`src/pkg/servo_seq_pkg.sv`:
```
`default_nettype none
package servo_seq_pkg;

  // register bus shape
  localparam int ADDR_W = 5;
  localparam int DATA_W = 32;

  // register offsets (word index on the plain port)
  localparam logic [4:0] OFF_ROT_SPEED    = 5'h00;
  localparam logic [4:0] OFF_CONF_WIDTH   = 5'h01;
  localparam logic [4:0] OFF_BRAKE_DLY1   = 5'h02;
  localparam logic [4:0] OFF_BRAKE_SPEED  = 5'h03;
  localparam logic [4:0] OFF_BRAKE_DLY2   = 5'h04;
  localparam logic [4:0] OFF_HOLD_TIME    = 5'h05;
  localparam logic [4:0] OFF_IN_SEL_ONE   = 5'h06;
  localparam logic [4:0] OFF_IN_SEL_TWO   = 5'h07;
  localparam logic [4:0] OFF_IN_SEL_FIVE  = 5'h08;
  localparam logic [4:0] OFF_OUT_SEL_ONE  = 5'h09;
  localparam logic [4:0] OFF_OUT_SEL_TWO  = 5'h0a;
  localparam logic [4:0] OFF_OUT_SEL_THR  = 5'h0b;
  localparam logic [4:0] OFF_OUT_INVERT   = 5'h0c;
  localparam logic [4:0] OFF_WARN_PCT     = 5'h0d;
  localparam logic [4:0] OFF_OVF_LEVEL    = 5'h0e;
  localparam logic [4:0] OFF_STATUS       = 5'h0f;

  // reset values of the settings
  localparam logic [13:0] RST_ROT_SPEED   = 14'h0014;
  localparam logic [6:0]  RST_CONF_WIDTH  = 7'h0a;
  localparam logic [5:0]  RST_BRAKE_DLY1  = 6'h00;
  localparam logic [13:0] RST_BRAKE_SPEED = 14'h0064;
  localparam logic [6:0]  RST_BRAKE_DLY2  = 7'h32;
  localparam logic [9:0]  RST_HOLD_TIME   = 10'h014;
  localparam logic [15:0] RST_IN_SEL_ONE  = 16'h1881;
  localparam logic [15:0] RST_IN_SEL_TWO  = 16'h8882;
  localparam logic [15:0] RST_IN_SEL_FIVE = 16'h6543;
  localparam logic [15:0] RST_OUT_SEL_ONE = 16'h0000;
  localparam logic [15:0] RST_OUT_SEL_TWO = 16'h0100;
  localparam logic [15:0] RST_OUT_SEL_THR = 16'h0000;
  localparam logic [15:0] RST_OUT_INVERT  = 16'h0000;
  localparam logic [6:0]  RST_WARN_PCT    = 7'h64;
  localparam logic [29:0] RST_OVF_LEVEL   = 30'h0004_0000;

  // percent scale of the warning level
  localparam logic [39:0] PCT_SCALE = 40'h00_0000_0064;

  // timing
  localparam int CLK_PERIOD_NS = 10;
  localparam int MS_NS         = 1_000_000;
  localparam int MS_CYCLES     = MS_NS / CLK_PERIOD_NS;
  localparam logic [3:0] BRAKE_STEP_MS = 4'ha;

  // stop sequence, gray along off -> run -> wait -> decel
  typedef enum logic [1:0] {
    ST_OFF        = 2'b00,
    ST_RUN        = 2'b01,
    ST_BRAKE_WAIT = 2'b11,
    ST_DECEL      = 2'b10
  } seq_state_t;

endpackage
`default_nettype wire

```
`src/rtl/servo_sequence_monitor.sv`:
```
// Contract
// RULE1 - rotation flag when speed above threshold
// RULE2 - speed conformity within width in speed control
// RULE3 - first brake delay, 10 ms steps
// RULE4 - brake command speed threshold setting
// RULE5 - second brake delay, 10 ms steps
// RULE6 - stopped: brake off, delay, then servo off
// RULE7 - rotating stop: brake off below speed
// RULE8 - supply dip suppresses alarms for hold time
// RULE9 - undervoltage or control loss forces servo off (the code takes undervoltage only while a dip is held)
// RULE10 - deviation warning at percent of level
// RULE11 - deviation overflow level setting
// RULE12 - deviation overflow alarm in position control
// RULE13 - input allocation applies after restart only
// RULE14 - output allocation applies after restart only
// RULE15 - route rotation and conformity by selection one
// RULE16 - route brake output by selection two
// RULE17 - second delay also ends brake hold
// RULE18 - host leaves reserved settings at defaults
//
// The register offsets and the plain strobed port are this design's own decisions.
`timescale 1ns/1ps
`default_nettype none
module servo_sequence_monitor #(
  parameter int unsigned MS_CYCLES = servo_seq_pkg::MS_CYCLES
) (
  input  wire logic               core_clk,
  input  wire logic               resetn,
  input  wire logic [4:0]         reg_addr,
  input  wire logic [31:0]        reg_wdata,
  input  wire logic               reg_wr,
  input  wire logic               reg_rd,
  output logic      [31:0]        reg_rdata,
  input  wire logic               run_cmd,
  input  wire logic               main_power_lost,
  input  wire logic               control_power_low,
  input  wire logic               undervoltage_alarm,
  input  wire logic               servo_alarm_in,
  input  wire logic               position_mode,
  input  wire logic               power_restart,
  input  wire logic signed [15:0] motor_speed,
  input  wire logic signed [15:0] speed_cmd,
  input  wire logic signed [31:0] deviation_count,
  output logic                    servo_on,
  output logic                    brake_interlock_out,
  output logic                    rotation_detected,
  output logic                    speed_conformity,
  output logic                    deviation_warning,
  output logic                    deviation_alarm,
  output logic                    alarm_suppressed,
  output logic      [2:0]         terminal_out,
  output logic      [47:0]        input_alloc
);

  localparam int PINS = 4;

  // settings as stored by software
  logic [13:0] rotation_detect_speed;
  logic [6:0]  speed_conformity_width;
  logic [5:0]  brake_delay_first;
  logic [13:0] brake_command_speed;
  logic [6:0]  brake_delay_second;
  logic [9:0]  momentary_hold_time;
  logic [15:0] input_select_one;
  logic [15:0] input_select_two;
  logic [15:0] input_select_five;
  logic [15:0] output_select_one;
  logic [15:0] output_select_two;
  logic [15:0] output_select_three;
  logic [15:0] output_polarity_invert;
  logic [6:0]  deviation_warning_percent;
  logic [29:0] deviation_overflow_level;

  // allocation copies in force since the last restart
  logic [15:0] act_out_one;
  logic [15:0] act_out_two;
  logic [15:0] act_out_three;
  logic [15:0] act_invert;

  logic [PINS-1:0] pin_raw;
  logic [PINS-1:0] pin_s1;
  logic [PINS-1:0] pin_s2;
  logic [PINS-1:0] pin_s3;
  logic [PINS-1:0] pin_f;
  logic run_f;
  logic main_lost_f;
  logic ctrl_low_f;
  logic uv_f;

  servo_seq_pkg::seq_state_t state;
  servo_seq_pkg::seq_state_t next_state;
  logic [31:0] seq_pre;
  logic [10:0] seq_ms;
  logic [31:0] dip_pre;
  logic [10:0] dip_ms;
  logic        dip_active;
  logic        dip_expired;
  logic        power_fail;
  logic        alarm_det;
  logic        fault;

  logic [16:0] speed_abs;
  logic [16:0] speed_err;
  logic [16:0] err_abs;
  logic [32:0] dev_abs;
  logic [39:0] dev_scaled;
  logic [39:0] warn_level;
  logic [10:0] delay1_ms;
  logic [10:0] delay2_ms;
  logic [31:0] ms_last;

  // true when an allocation digit selects terminal t
  function automatic logic digit_hits(input logic [3:0] digit,
                                      input int         t);
    return digit == 4'(t + 1);
  endfunction

  // pin filter: three stages, change taken once stages two and three agree
  assign pin_raw = {undervoltage_alarm, control_power_low,
                    main_power_lost, run_cmd};
  always_ff @(posedge core_clk or negedge resetn) begin
    if (!resetn) begin
      pin_s1 <= '0;
      pin_s2 <= '0;
      pin_s3 <= '0;
    end else begin
      pin_s1 <= pin_raw;
      pin_s2 <= pin_s1;
      pin_s3 <= pin_s2;
    end
  end

  for (genvar i = 0; i < PINS; i++) begin : g_pin
    always_ff @(posedge core_clk or negedge resetn) begin
      if (!resetn) begin
        pin_f[i] <= 1'b0;
      end else if (pin_s2[i] == pin_s3[i]) begin
        pin_f[i] <= pin_s3[i];
      end
    end
  end

  assign run_f       = pin_f[0];
  assign main_lost_f = pin_f[1];
  assign ctrl_low_f  = pin_f[2];
  assign uv_f        = pin_f[3];

  // register writes
  always_ff @(posedge core_clk or negedge resetn) begin
    if (!resetn) begin
      rotation_detect_speed     <= servo_seq_pkg::RST_ROT_SPEED; // RULE1
      speed_conformity_width    <= servo_seq_pkg::RST_CONF_WIDTH; // RULE2
      brake_delay_first         <= servo_seq_pkg::RST_BRAKE_DLY1; // RULE3
      brake_command_speed       <= servo_seq_pkg::RST_BRAKE_SPEED; // RULE4
      brake_delay_second        <= servo_seq_pkg::RST_BRAKE_DLY2; // RULE5
      momentary_hold_time       <= servo_seq_pkg::RST_HOLD_TIME; // RULE8
      input_select_one          <= servo_seq_pkg::RST_IN_SEL_ONE;
      input_select_two          <= servo_seq_pkg::RST_IN_SEL_TWO;
      input_select_five         <= servo_seq_pkg::RST_IN_SEL_FIVE;
      output_select_one         <= servo_seq_pkg::RST_OUT_SEL_ONE;
      output_select_two         <= servo_seq_pkg::RST_OUT_SEL_TWO;
      output_select_three       <= servo_seq_pkg::RST_OUT_SEL_THR;
      output_polarity_invert    <= servo_seq_pkg::RST_OUT_INVERT;
      deviation_warning_percent <= servo_seq_pkg::RST_WARN_PCT; // RULE10
      deviation_overflow_level  <= servo_seq_pkg::RST_OVF_LEVEL; // RULE11
    end else if (reg_wr) begin
      case (reg_addr)
        servo_seq_pkg::OFF_ROT_SPEED:   rotation_detect_speed <= reg_wdata[13:0];
        servo_seq_pkg::OFF_CONF_WIDTH:  speed_conformity_width <= reg_wdata[6:0];
        servo_seq_pkg::OFF_BRAKE_DLY1:  brake_delay_first <= reg_wdata[5:0];
        servo_seq_pkg::OFF_BRAKE_SPEED: brake_command_speed <= reg_wdata[13:0];
        servo_seq_pkg::OFF_BRAKE_DLY2:  brake_delay_second <= reg_wdata[6:0];
        servo_seq_pkg::OFF_HOLD_TIME:   momentary_hold_time <= reg_wdata[9:0];
        servo_seq_pkg::OFF_IN_SEL_ONE:  input_select_one <= reg_wdata[15:0];
        servo_seq_pkg::OFF_IN_SEL_TWO:  input_select_two <= reg_wdata[15:0];
        servo_seq_pkg::OFF_IN_SEL_FIVE: input_select_five <= reg_wdata[15:0];
        servo_seq_pkg::OFF_OUT_SEL_ONE: output_select_one <= reg_wdata[15:0];
        servo_seq_pkg::OFF_OUT_SEL_TWO: output_select_two <= reg_wdata[15:0];
        servo_seq_pkg::OFF_OUT_SEL_THR: output_select_three <= reg_wdata[15:0];
        servo_seq_pkg::OFF_OUT_INVERT:  output_polarity_invert <= reg_wdata[15:0];
        servo_seq_pkg::OFF_WARN_PCT:    deviation_warning_percent <= reg_wdata[6:0];
        servo_seq_pkg::OFF_OVF_LEVEL:   deviation_overflow_level <= reg_wdata[29:0];
        default: ;
      endcase
    end
  end

  // allocation copies change only on a drive restart
  always_ff @(posedge core_clk or negedge resetn) begin
    if (!resetn) begin
      input_alloc   <= {servo_seq_pkg::RST_IN_SEL_FIVE,
                        servo_seq_pkg::RST_IN_SEL_TWO,
                        servo_seq_pkg::RST_IN_SEL_ONE}; // RULE13
      act_out_one   <= servo_seq_pkg::RST_OUT_SEL_ONE; // RULE14
      act_out_two   <= servo_seq_pkg::RST_OUT_SEL_TWO;
      act_out_three <= servo_seq_pkg::RST_OUT_SEL_THR;
      act_invert    <= servo_seq_pkg::RST_OUT_INVERT;
    end else if (power_restart) begin
      input_alloc   <= {input_select_five, input_select_two,
                        input_select_one}; // RULE13
      act_out_one   <= output_select_one; // RULE14
      act_out_two   <= output_select_two;
      act_out_three <= output_select_three;
      act_invert    <= output_polarity_invert;
    end
  end

  // speed and deviation magnitudes
  always_comb begin
    speed_abs  = motor_speed[15] ? 17'(-$signed({motor_speed[15], motor_speed}))
                                 : {1'b0, motor_speed};
    speed_err  = 17'($signed({speed_cmd[15], speed_cmd})
                   - $signed({motor_speed[15], motor_speed}));
    err_abs    = speed_err[16] ? 17'(-$signed(speed_err)) : speed_err;
    dev_abs    = deviation_count[31]
               ? 33'(-$signed({deviation_count[31], deviation_count}))
               : {1'b0, deviation_count};
    dev_scaled = 40'(dev_abs) * servo_seq_pkg::PCT_SCALE;
    warn_level = 40'(deviation_overflow_level)
               * 40'(deviation_warning_percent);
    delay1_ms  = 11'(brake_delay_first) * 11'(servo_seq_pkg::BRAKE_STEP_MS);
    delay2_ms  = 11'(brake_delay_second) * 11'(servo_seq_pkg::BRAKE_STEP_MS);
  end

  // status flags from speed and deviation
  always_ff @(posedge core_clk or negedge resetn) begin
    if (!resetn) begin
      rotation_detected <= 1'b0;
      speed_conformity  <= 1'b0;
      deviation_warning <= 1'b0;
      deviation_alarm   <= 1'b0;
    end else begin
      rotation_detected <= speed_abs > 17'(rotation_detect_speed); // RULE1
      speed_conformity  <= !position_mode
                        && err_abs < 17'(speed_conformity_width); // RULE2
      deviation_warning <= position_mode && dev_scaled > warn_level; // RULE10
      deviation_alarm   <= position_mode
                        && dev_abs > 33'(deviation_overflow_level); // RULE12
    end
  end

  assign ms_last = MS_CYCLES - 32'd1;

  // supply dip watch with its own millisecond count
  always_ff @(posedge core_clk or negedge resetn) begin
    if (!resetn) begin
      dip_active  <= 1'b0;
      dip_expired <= 1'b0;
      dip_pre     <= '0;
      dip_ms      <= '0;
    end else if (!main_lost_f) begin
      dip_active  <= 1'b0; // supply back: carry on
      dip_expired <= 1'b0;
      dip_pre     <= '0;
      dip_ms      <= '0;
    end else if (!dip_active && !dip_expired) begin
      dip_active <= 1'b1; // RULE8
    end else if (dip_active) begin
      if (dip_ms >= 11'(momentary_hold_time)) begin
        dip_active  <= 1'b0; // RULE8
        dip_expired <= 1'b1;
      end else if (dip_pre == ms_last) begin
        dip_pre <= '0;
        dip_ms  <= dip_ms + 11'd1;
      end else begin
        dip_pre <= dip_pre + 32'd1;
      end
    end
  end

  // alarms are not detected while a dip is being held
  assign alarm_suppressed = dip_active;
  assign alarm_det  = (servo_alarm_in || deviation_alarm) && !dip_active; // RULE8
  assign power_fail = dip_expired || (dip_active && uv_f) || ctrl_low_f; // RULE9
  assign fault      = alarm_det || power_fail;

  // stop sequencing
  always_comb begin
    next_state = state;
    case (state)
      servo_seq_pkg::ST_OFF: begin
        if (run_f && !fault) begin
          next_state = servo_seq_pkg::ST_RUN;
        end
      end
      servo_seq_pkg::ST_RUN: begin
        if (fault || !rotation_detected) begin
          if (fault || !run_f) begin
            next_state = fault ? servo_seq_pkg::ST_DECEL
                               : servo_seq_pkg::ST_BRAKE_WAIT; // RULE6
          end
        end else if (!run_f) begin
          next_state = servo_seq_pkg::ST_DECEL; // RULE7
        end
      end
      servo_seq_pkg::ST_BRAKE_WAIT: begin
        if (fault || seq_ms >= delay1_ms) begin
          next_state = servo_seq_pkg::ST_OFF; // RULE3 RULE6
        end
      end
      servo_seq_pkg::ST_DECEL: begin
        if (speed_abs < 17'(brake_command_speed) // RULE4 RULE7
            || seq_ms >= delay2_ms) begin // RULE5 RULE17
          next_state = servo_seq_pkg::ST_OFF;
        end
      end
      default: next_state = servo_seq_pkg::ST_OFF;
    endcase
  end

  // state, outputs and time in state
  always_ff @(posedge core_clk or negedge resetn) begin
    if (!resetn) begin
      state               <= servo_seq_pkg::ST_OFF;
      servo_on            <= 1'b0;
      brake_interlock_out <= 1'b0;
      seq_pre             <= '0;
      seq_ms              <= '0;
    end else begin
      state    <= next_state;
      servo_on <= next_state == servo_seq_pkg::ST_RUN
               || next_state == servo_seq_pkg::ST_BRAKE_WAIT; // RULE6
      brake_interlock_out <= next_state == servo_seq_pkg::ST_RUN
                          || next_state == servo_seq_pkg::ST_DECEL; // RULE7
      if (next_state != state) begin
        seq_pre <= '0;
        seq_ms  <= '0;
      end else if (seq_pre == ms_last) begin
        seq_pre <= '0;
        seq_ms  <= (seq_ms == 11'h7ff) ? seq_ms : seq_ms + 11'd1;
      end else begin
        seq_pre <= seq_pre + 32'd1;
      end
    end
  end

  // terminal routing with polarity
  for (genvar t = 0; t < 3; t++) begin : g_term
    always_ff @(posedge core_clk or negedge resetn) begin
      if (!resetn) begin
        terminal_out[t] <= 1'b0;
      end else begin
        terminal_out[t] <=
          ((digit_hits(act_out_one[11:8], t) && rotation_detected) // RULE15
        || (digit_hits(act_out_one[7:4], t) && speed_conformity) // RULE15
        || (digit_hits(act_out_two[11:8], t) && brake_interlock_out)) // RULE16
         ^ (act_invert[4*t +: 4] != 4'h0);
      end
    end
  end

  // read data, one cycle after the strobe
  always_ff @(posedge core_clk or negedge resetn) begin
    if (!resetn) begin
      reg_rdata <= '0;
    end else if (reg_rd) begin
      case (reg_addr)
        servo_seq_pkg::OFF_ROT_SPEED:   reg_rdata <= 32'(rotation_detect_speed);
        servo_seq_pkg::OFF_CONF_WIDTH:  reg_rdata <= 32'(speed_conformity_width);
        servo_seq_pkg::OFF_BRAKE_DLY1:  reg_rdata <= 32'(brake_delay_first);
        servo_seq_pkg::OFF_BRAKE_SPEED: reg_rdata <= 32'(brake_command_speed);
        servo_seq_pkg::OFF_BRAKE_DLY2:  reg_rdata <= 32'(brake_delay_second);
        servo_seq_pkg::OFF_HOLD_TIME:   reg_rdata <= 32'(momentary_hold_time);
        servo_seq_pkg::OFF_IN_SEL_ONE:  reg_rdata <= 32'(input_select_one);
        servo_seq_pkg::OFF_IN_SEL_TWO:  reg_rdata <= 32'(input_select_two);
        servo_seq_pkg::OFF_IN_SEL_FIVE: reg_rdata <= 32'(input_select_five);
        servo_seq_pkg::OFF_OUT_SEL_ONE: reg_rdata <= 32'(output_select_one);
        servo_seq_pkg::OFF_OUT_SEL_TWO: reg_rdata <= 32'(output_select_two);
        servo_seq_pkg::OFF_OUT_SEL_THR: reg_rdata <= 32'(output_select_three);
        servo_seq_pkg::OFF_OUT_INVERT:  reg_rdata <= 32'(output_polarity_invert);
        servo_seq_pkg::OFF_WARN_PCT:    reg_rdata <= 32'(deviation_warning_percent);
        servo_seq_pkg::OFF_OVF_LEVEL:   reg_rdata <= 32'(deviation_overflow_level);
        servo_seq_pkg::OFF_STATUS: reg_rdata <= {20'h00000, state, dip_expired,
            dip_active, power_fail, alarm_det, deviation_alarm,
            deviation_warning, speed_conformity, rotation_detected,
            brake_interlock_out, servo_on};
        default: reg_rdata <= '0;
      endcase
    end
  end
endmodule // servo_sequence_monitor
`default_nettype wire

```
`config.mk`:
```
export PLATFORM = sky130hd
export DESIGN_NAME = servo_sequence_monitor
export DESIGN_NICKNAME = d
export VERILOG_FILES = /design/src/pkg/servo_seq_pkg.sv /design/src/rtl/servo_sequence_monitor.sv
export SDC_FILE = /design/constraint.sdc
export NUM_CORES = 2
export LEC_CHECK = 0
export BUFFER_PORTS_ARGS = -buffer_cell sky130_fd_sc_hd__clkbuf_2
export CAP_MARGIN = 10
export CELL_PAD_IN_SITES_DETAIL_PLACEMENT = 1
export CELL_PAD_IN_SITES_GLOBAL_PLACEMENT = 2
export CORE_UTILIZATION = 44
export CTS_CLUSTER_SIZE = 28
export DETAILED_ROUTE_END_ITERATION = 7
export HOLD_SLACK_MARGIN = 0.05
export PLACE_DENSITY_LB_ADDON = 0.1
export SYNTH_ARGS = -nofsm -noshare
export SYNTH_HDL_FRONTEND = slang
export SYNTH_SLANG_ARGS = --single-unit
```
`constraint.sdc`:
```
create_clock -name core_clk -period 13.91 [get_ports core_clk]
set_clock_uncertainty 0.2 [all_clocks]
set_input_delay 2.782 -clock core_clk [delete_from_list [all_inputs] [get_ports core_clk]]
set_output_delay 2.782 -clock core_clk [all_outputs]
set_load 0.05 [all_outputs]
```
==> key figures <==
Floorplanning
  – Die Span Y: 279 um
  – Die X: 279 um
  – Num rows: 101
  – Die area: 77900 um2
  – IO Count: 202
  – Core area: 75900 um2
  – Initial Util: 0.445

Finish
  – Synth-to-Final Area Change: 11.0%
  – Final net count: 4203
  – Register area: 10600 um2
  – Fillers: 8543
  – Non-Filler Instances: 4664
  – Area of the multi-input gates: 21000 um2
  – Share of layout cells above drive strength 1: 0.181

Clocking
  – Htree depth: 2
  – TritonCTS clock tree: built
  – Worst-Skew Late Latency: 0.60 ns
  – TritonCTS buffer count: 47
  – Hold-fix buffers, CTS: 0
  – Worst-path clk slew: 0.06 ns
  – Root buf cell: clkbuf_16
  – Sink Count: 423
  – Clock buffer depth: 3
  – Postcts setup bufs: 0
  – Post-CTS Resized: 0

Routing
  – Drc violations: 0
  – Wire length per cell: 22.1 um
  – First-pass DRT Iterations: 5
  – Post-DR vias/cell: 5.60
  – Routed Wire Length: 103000 um
  – Vias post-DR: 26100
  – Antenna-violating nets left: 0
  – Drt initial violations: 1096

Yosys
  – XOR/XNOR Fraction of Synth Area: 0.0541
  – Fraction of registers with async set or reset after synthesis: 1.00
  – Seq/Total Area, Yosys: 0.315
  – Avg Inst Size Synth: 9.78 um2
  – Synth cell count leaders: 440 x inv_1, 375 x dfrtp_1, 328 x ha_1, 280 x mux2_2, 231 x nand2_1
  – Multiplexer area fraction after synthesis: 0.0947
  – Ys Warns: 0
  – Number of flops mapped to enable cells by yosys: 0
  – Synth cell types: 76
  – Post-Synth Simple-Gate Area: 0.137
  – Post-synthesis compound-gate area fraction: 0.111
  – Gate Count Post-Synth: 3458
  – Cell with the most instances after synthesis: inv_1
  – Post-synth top area cell: dfrtp_1
  – Flops & latches, synth: 423
  – Most area-consuming cells after synthesis: dfrtp_1 28%, ha_1 12%, fa_1 10%
  – Main synth FF type: dfrtp_1
  – Top-area cell type share of the netlist area: 0.278
  – Post-Synth Adder-Cell Area: 0.223
  – Largest family of logic cells by synthesized area: adder cells
  – Netlist area before placement: 33800 um2

Global routing
  – Global-route wire length before repair: 165000 um
  – GRT overflow: 0
  – Vias in the first global route: 29100
  – Number of antenna violations at the first check in global routing: 3
  – Largest net degree at the start of global routing: 159
  – Total global routing track utilization: 0.269

Timing
  – Worst slew margin: 0.158
  – FMAX: 98.4 MHz
  – Hold Fails Final Rpt: 0
  – Slew Viols, Final: 0
  – Period Utilization, post-route: 0.730
  – Setup-failing EPs final: 0
  – Minimum clock period: 10.16 ns
  – Final TNS setup: 0 ns
  – Worst Tran Pin Value: 1.26 ns
  – RSZ-0062 raised after global routing: no

Setup path
  – FF-to-FF path depth: 28
  – Critical path's slowest cell: o31ai_1
  – Startpoint Class: input pin
  – Critical path data required time: 14.19 ns
  – CP max stage delay: 0.62 ns
  – Critical Path Most Common Cell: ha_1
  – Worst setup EP type: flop
  – Crit path max fanout: 4
  – Flop2flop setup slack: 5.20 ns
  – Worst Path Buf+Inv: 3
  – CP top delay family: simple AND/OR/NAND/NOR gates
  – Reg-to-reg startpoint: deviation_warning_percent[3]$_DFFE_PN0P_
  – Kind of critical path: in2reg
  – Critical path data arrival time: 10.44 ns
  – Worst r2r dst: deviation_warning$_DFF_PN0_

Worst hold path
  – HP Start: pin_s1[0]$_DFF_PN0_
  – Hold endpoint: pin_s2[0]$_DFF_PN0_
  – Hold Crit Class: reg2reg
  – Hold depth: 0

Power and ir drop
  – Pwr per Cell Area: 159 nW/um2
  – LEAKAGE: 0.0183 uW
  – Worst VDD drop: 104 uV
  – Design Power: 5980 uW

Placement
  – Final HPWL DP: 79400 um
  – IO Port Bufs: 197
  – Placed cells: 4574
  – Routability cong.: 0.889

Run
  – Max-Cap Viols: 0

Run status
  – Status: finished clean
[cell usage in the layout (no fill, tap or decap), drive strengths merged, types with 12 or more instances in the layout]
cell type and instances:
dfstp 48, dfrtp 375, a31oi 13, a41oi 14
and3 31, buf 29, xor2 85, mux2 280
a22oi 23, xnor2 124, nand4 43, nor4 22
o21bai 12, nand3 79, a211oi 14, and2 166
a22o 38, nor3 44, nand2 231, o21a 22
a221oi 41, nor2 175, a21o 63, a21oi 114
o31ai 21, clkbuf 258, nand2b 36, o21ai 109
nor2b 25, fa 170, ha 328, inv 442
[through the flow]
stage                     setup slack, ns  hold slack [ns]  instance area [um2]   util
after floorplan                      4.55            0.131                33800      -
after global placement               3.15            0.136                35800  0.471
after detailed placement             3.06            0.136                35800  0.471
after CTS                            3.66            0.150                37500  0.494
after global routing                 3.09            0.164                37500  0.494
final                                3.75            0.149                37500  0.494
[worst max path at each step]
| stage | cells past startpoint | endpoint | start |
|---|---|---|---|
| after floorplan | 28 | deviation_warning$_DFF_PN0_ | deviation_count[6] |
| after global placement | 29 | deviation_warning$_DFF_PN0_ | deviation_count[4] |
| after CTS | 29 | deviation_warning$_DFF_PN0_ | deviation_count[4] |
| after detailed placement | 29 | deviation_warning$_DFF_PN0_ | deviation_count[4] |
| final | 29 | deviation_warning$_DFF_PN0_ | deviation_count[4] |
| after global routing | 30 | deviation_warning$_DFF_PN0_ | deviation_count[10] |
[report_power, final]
group / switching (uW) / leakage [uW] / internal (uW) / total (uW)
Combinational: 1690 / 0.0121 / 1200 / 2890
Clock: 536 / 0.000823 / 840 / 1380
Sequential: 278 / 0.00538 / 1440 / 1720
Total: 2500 / 0.0183 / 3480 / 5980
[per-layer routing]
metal	vias up	GRT usage	routed length, um
met2	443	0.491	53300
met4	0	0.0740	2440
met3	128	0.0300	3400
li1	12100	-	-
met1	13500	0.333	43900
met5	-	0	0
[registers in the layout (all words and copies together), names as in the netlist, 6 cells and up]
register / cells
input_alloc: 48
deviation_overflow_level: 30
reg_rdata: 30
input_select_two: 16
output_select_two: 16
input_select_one: 16
input_select_five: 16
dip_ms: 11
brake_delay_first: 6
seq_pre: 32
output_select_one: 16
speed_conformity_width: 7
rotation_detect_speed: 14
dip_pre: 32
act_invert: 12
brake_command_speed: 14
deviation_warning_percent: 7
output_select_three: 16
brake_delay_second: 7
act_out_one: 8
momentary_hold_time: 10
output_polarity_invert: 16
seq_ms: 11
[cells by family after synthesis]
logic type	after synthesis
AND/OR/NAND/NOR	906
AO/OA/AOI/OAI	549
XOR/XNOR	209
other	2
multiplexers	285
flip-flops	423
adder cells (fa/ha/maj)	502
buffers and inverters	582
[final cells by class]
cell class / count / share of cell area
antenna: 3 / 0.000200
clock buffer: 63 / 0.0354
clock inverter: 24 / 0.0100
inverter: 440 / 0.0440
multi-input combinational: 2457 / 0.560
sequential: 423 / 0.284
tap: 1030 / 0.0343
timing repair buffer: 224 / 0.0323
(Power assumes the default switching activity.)
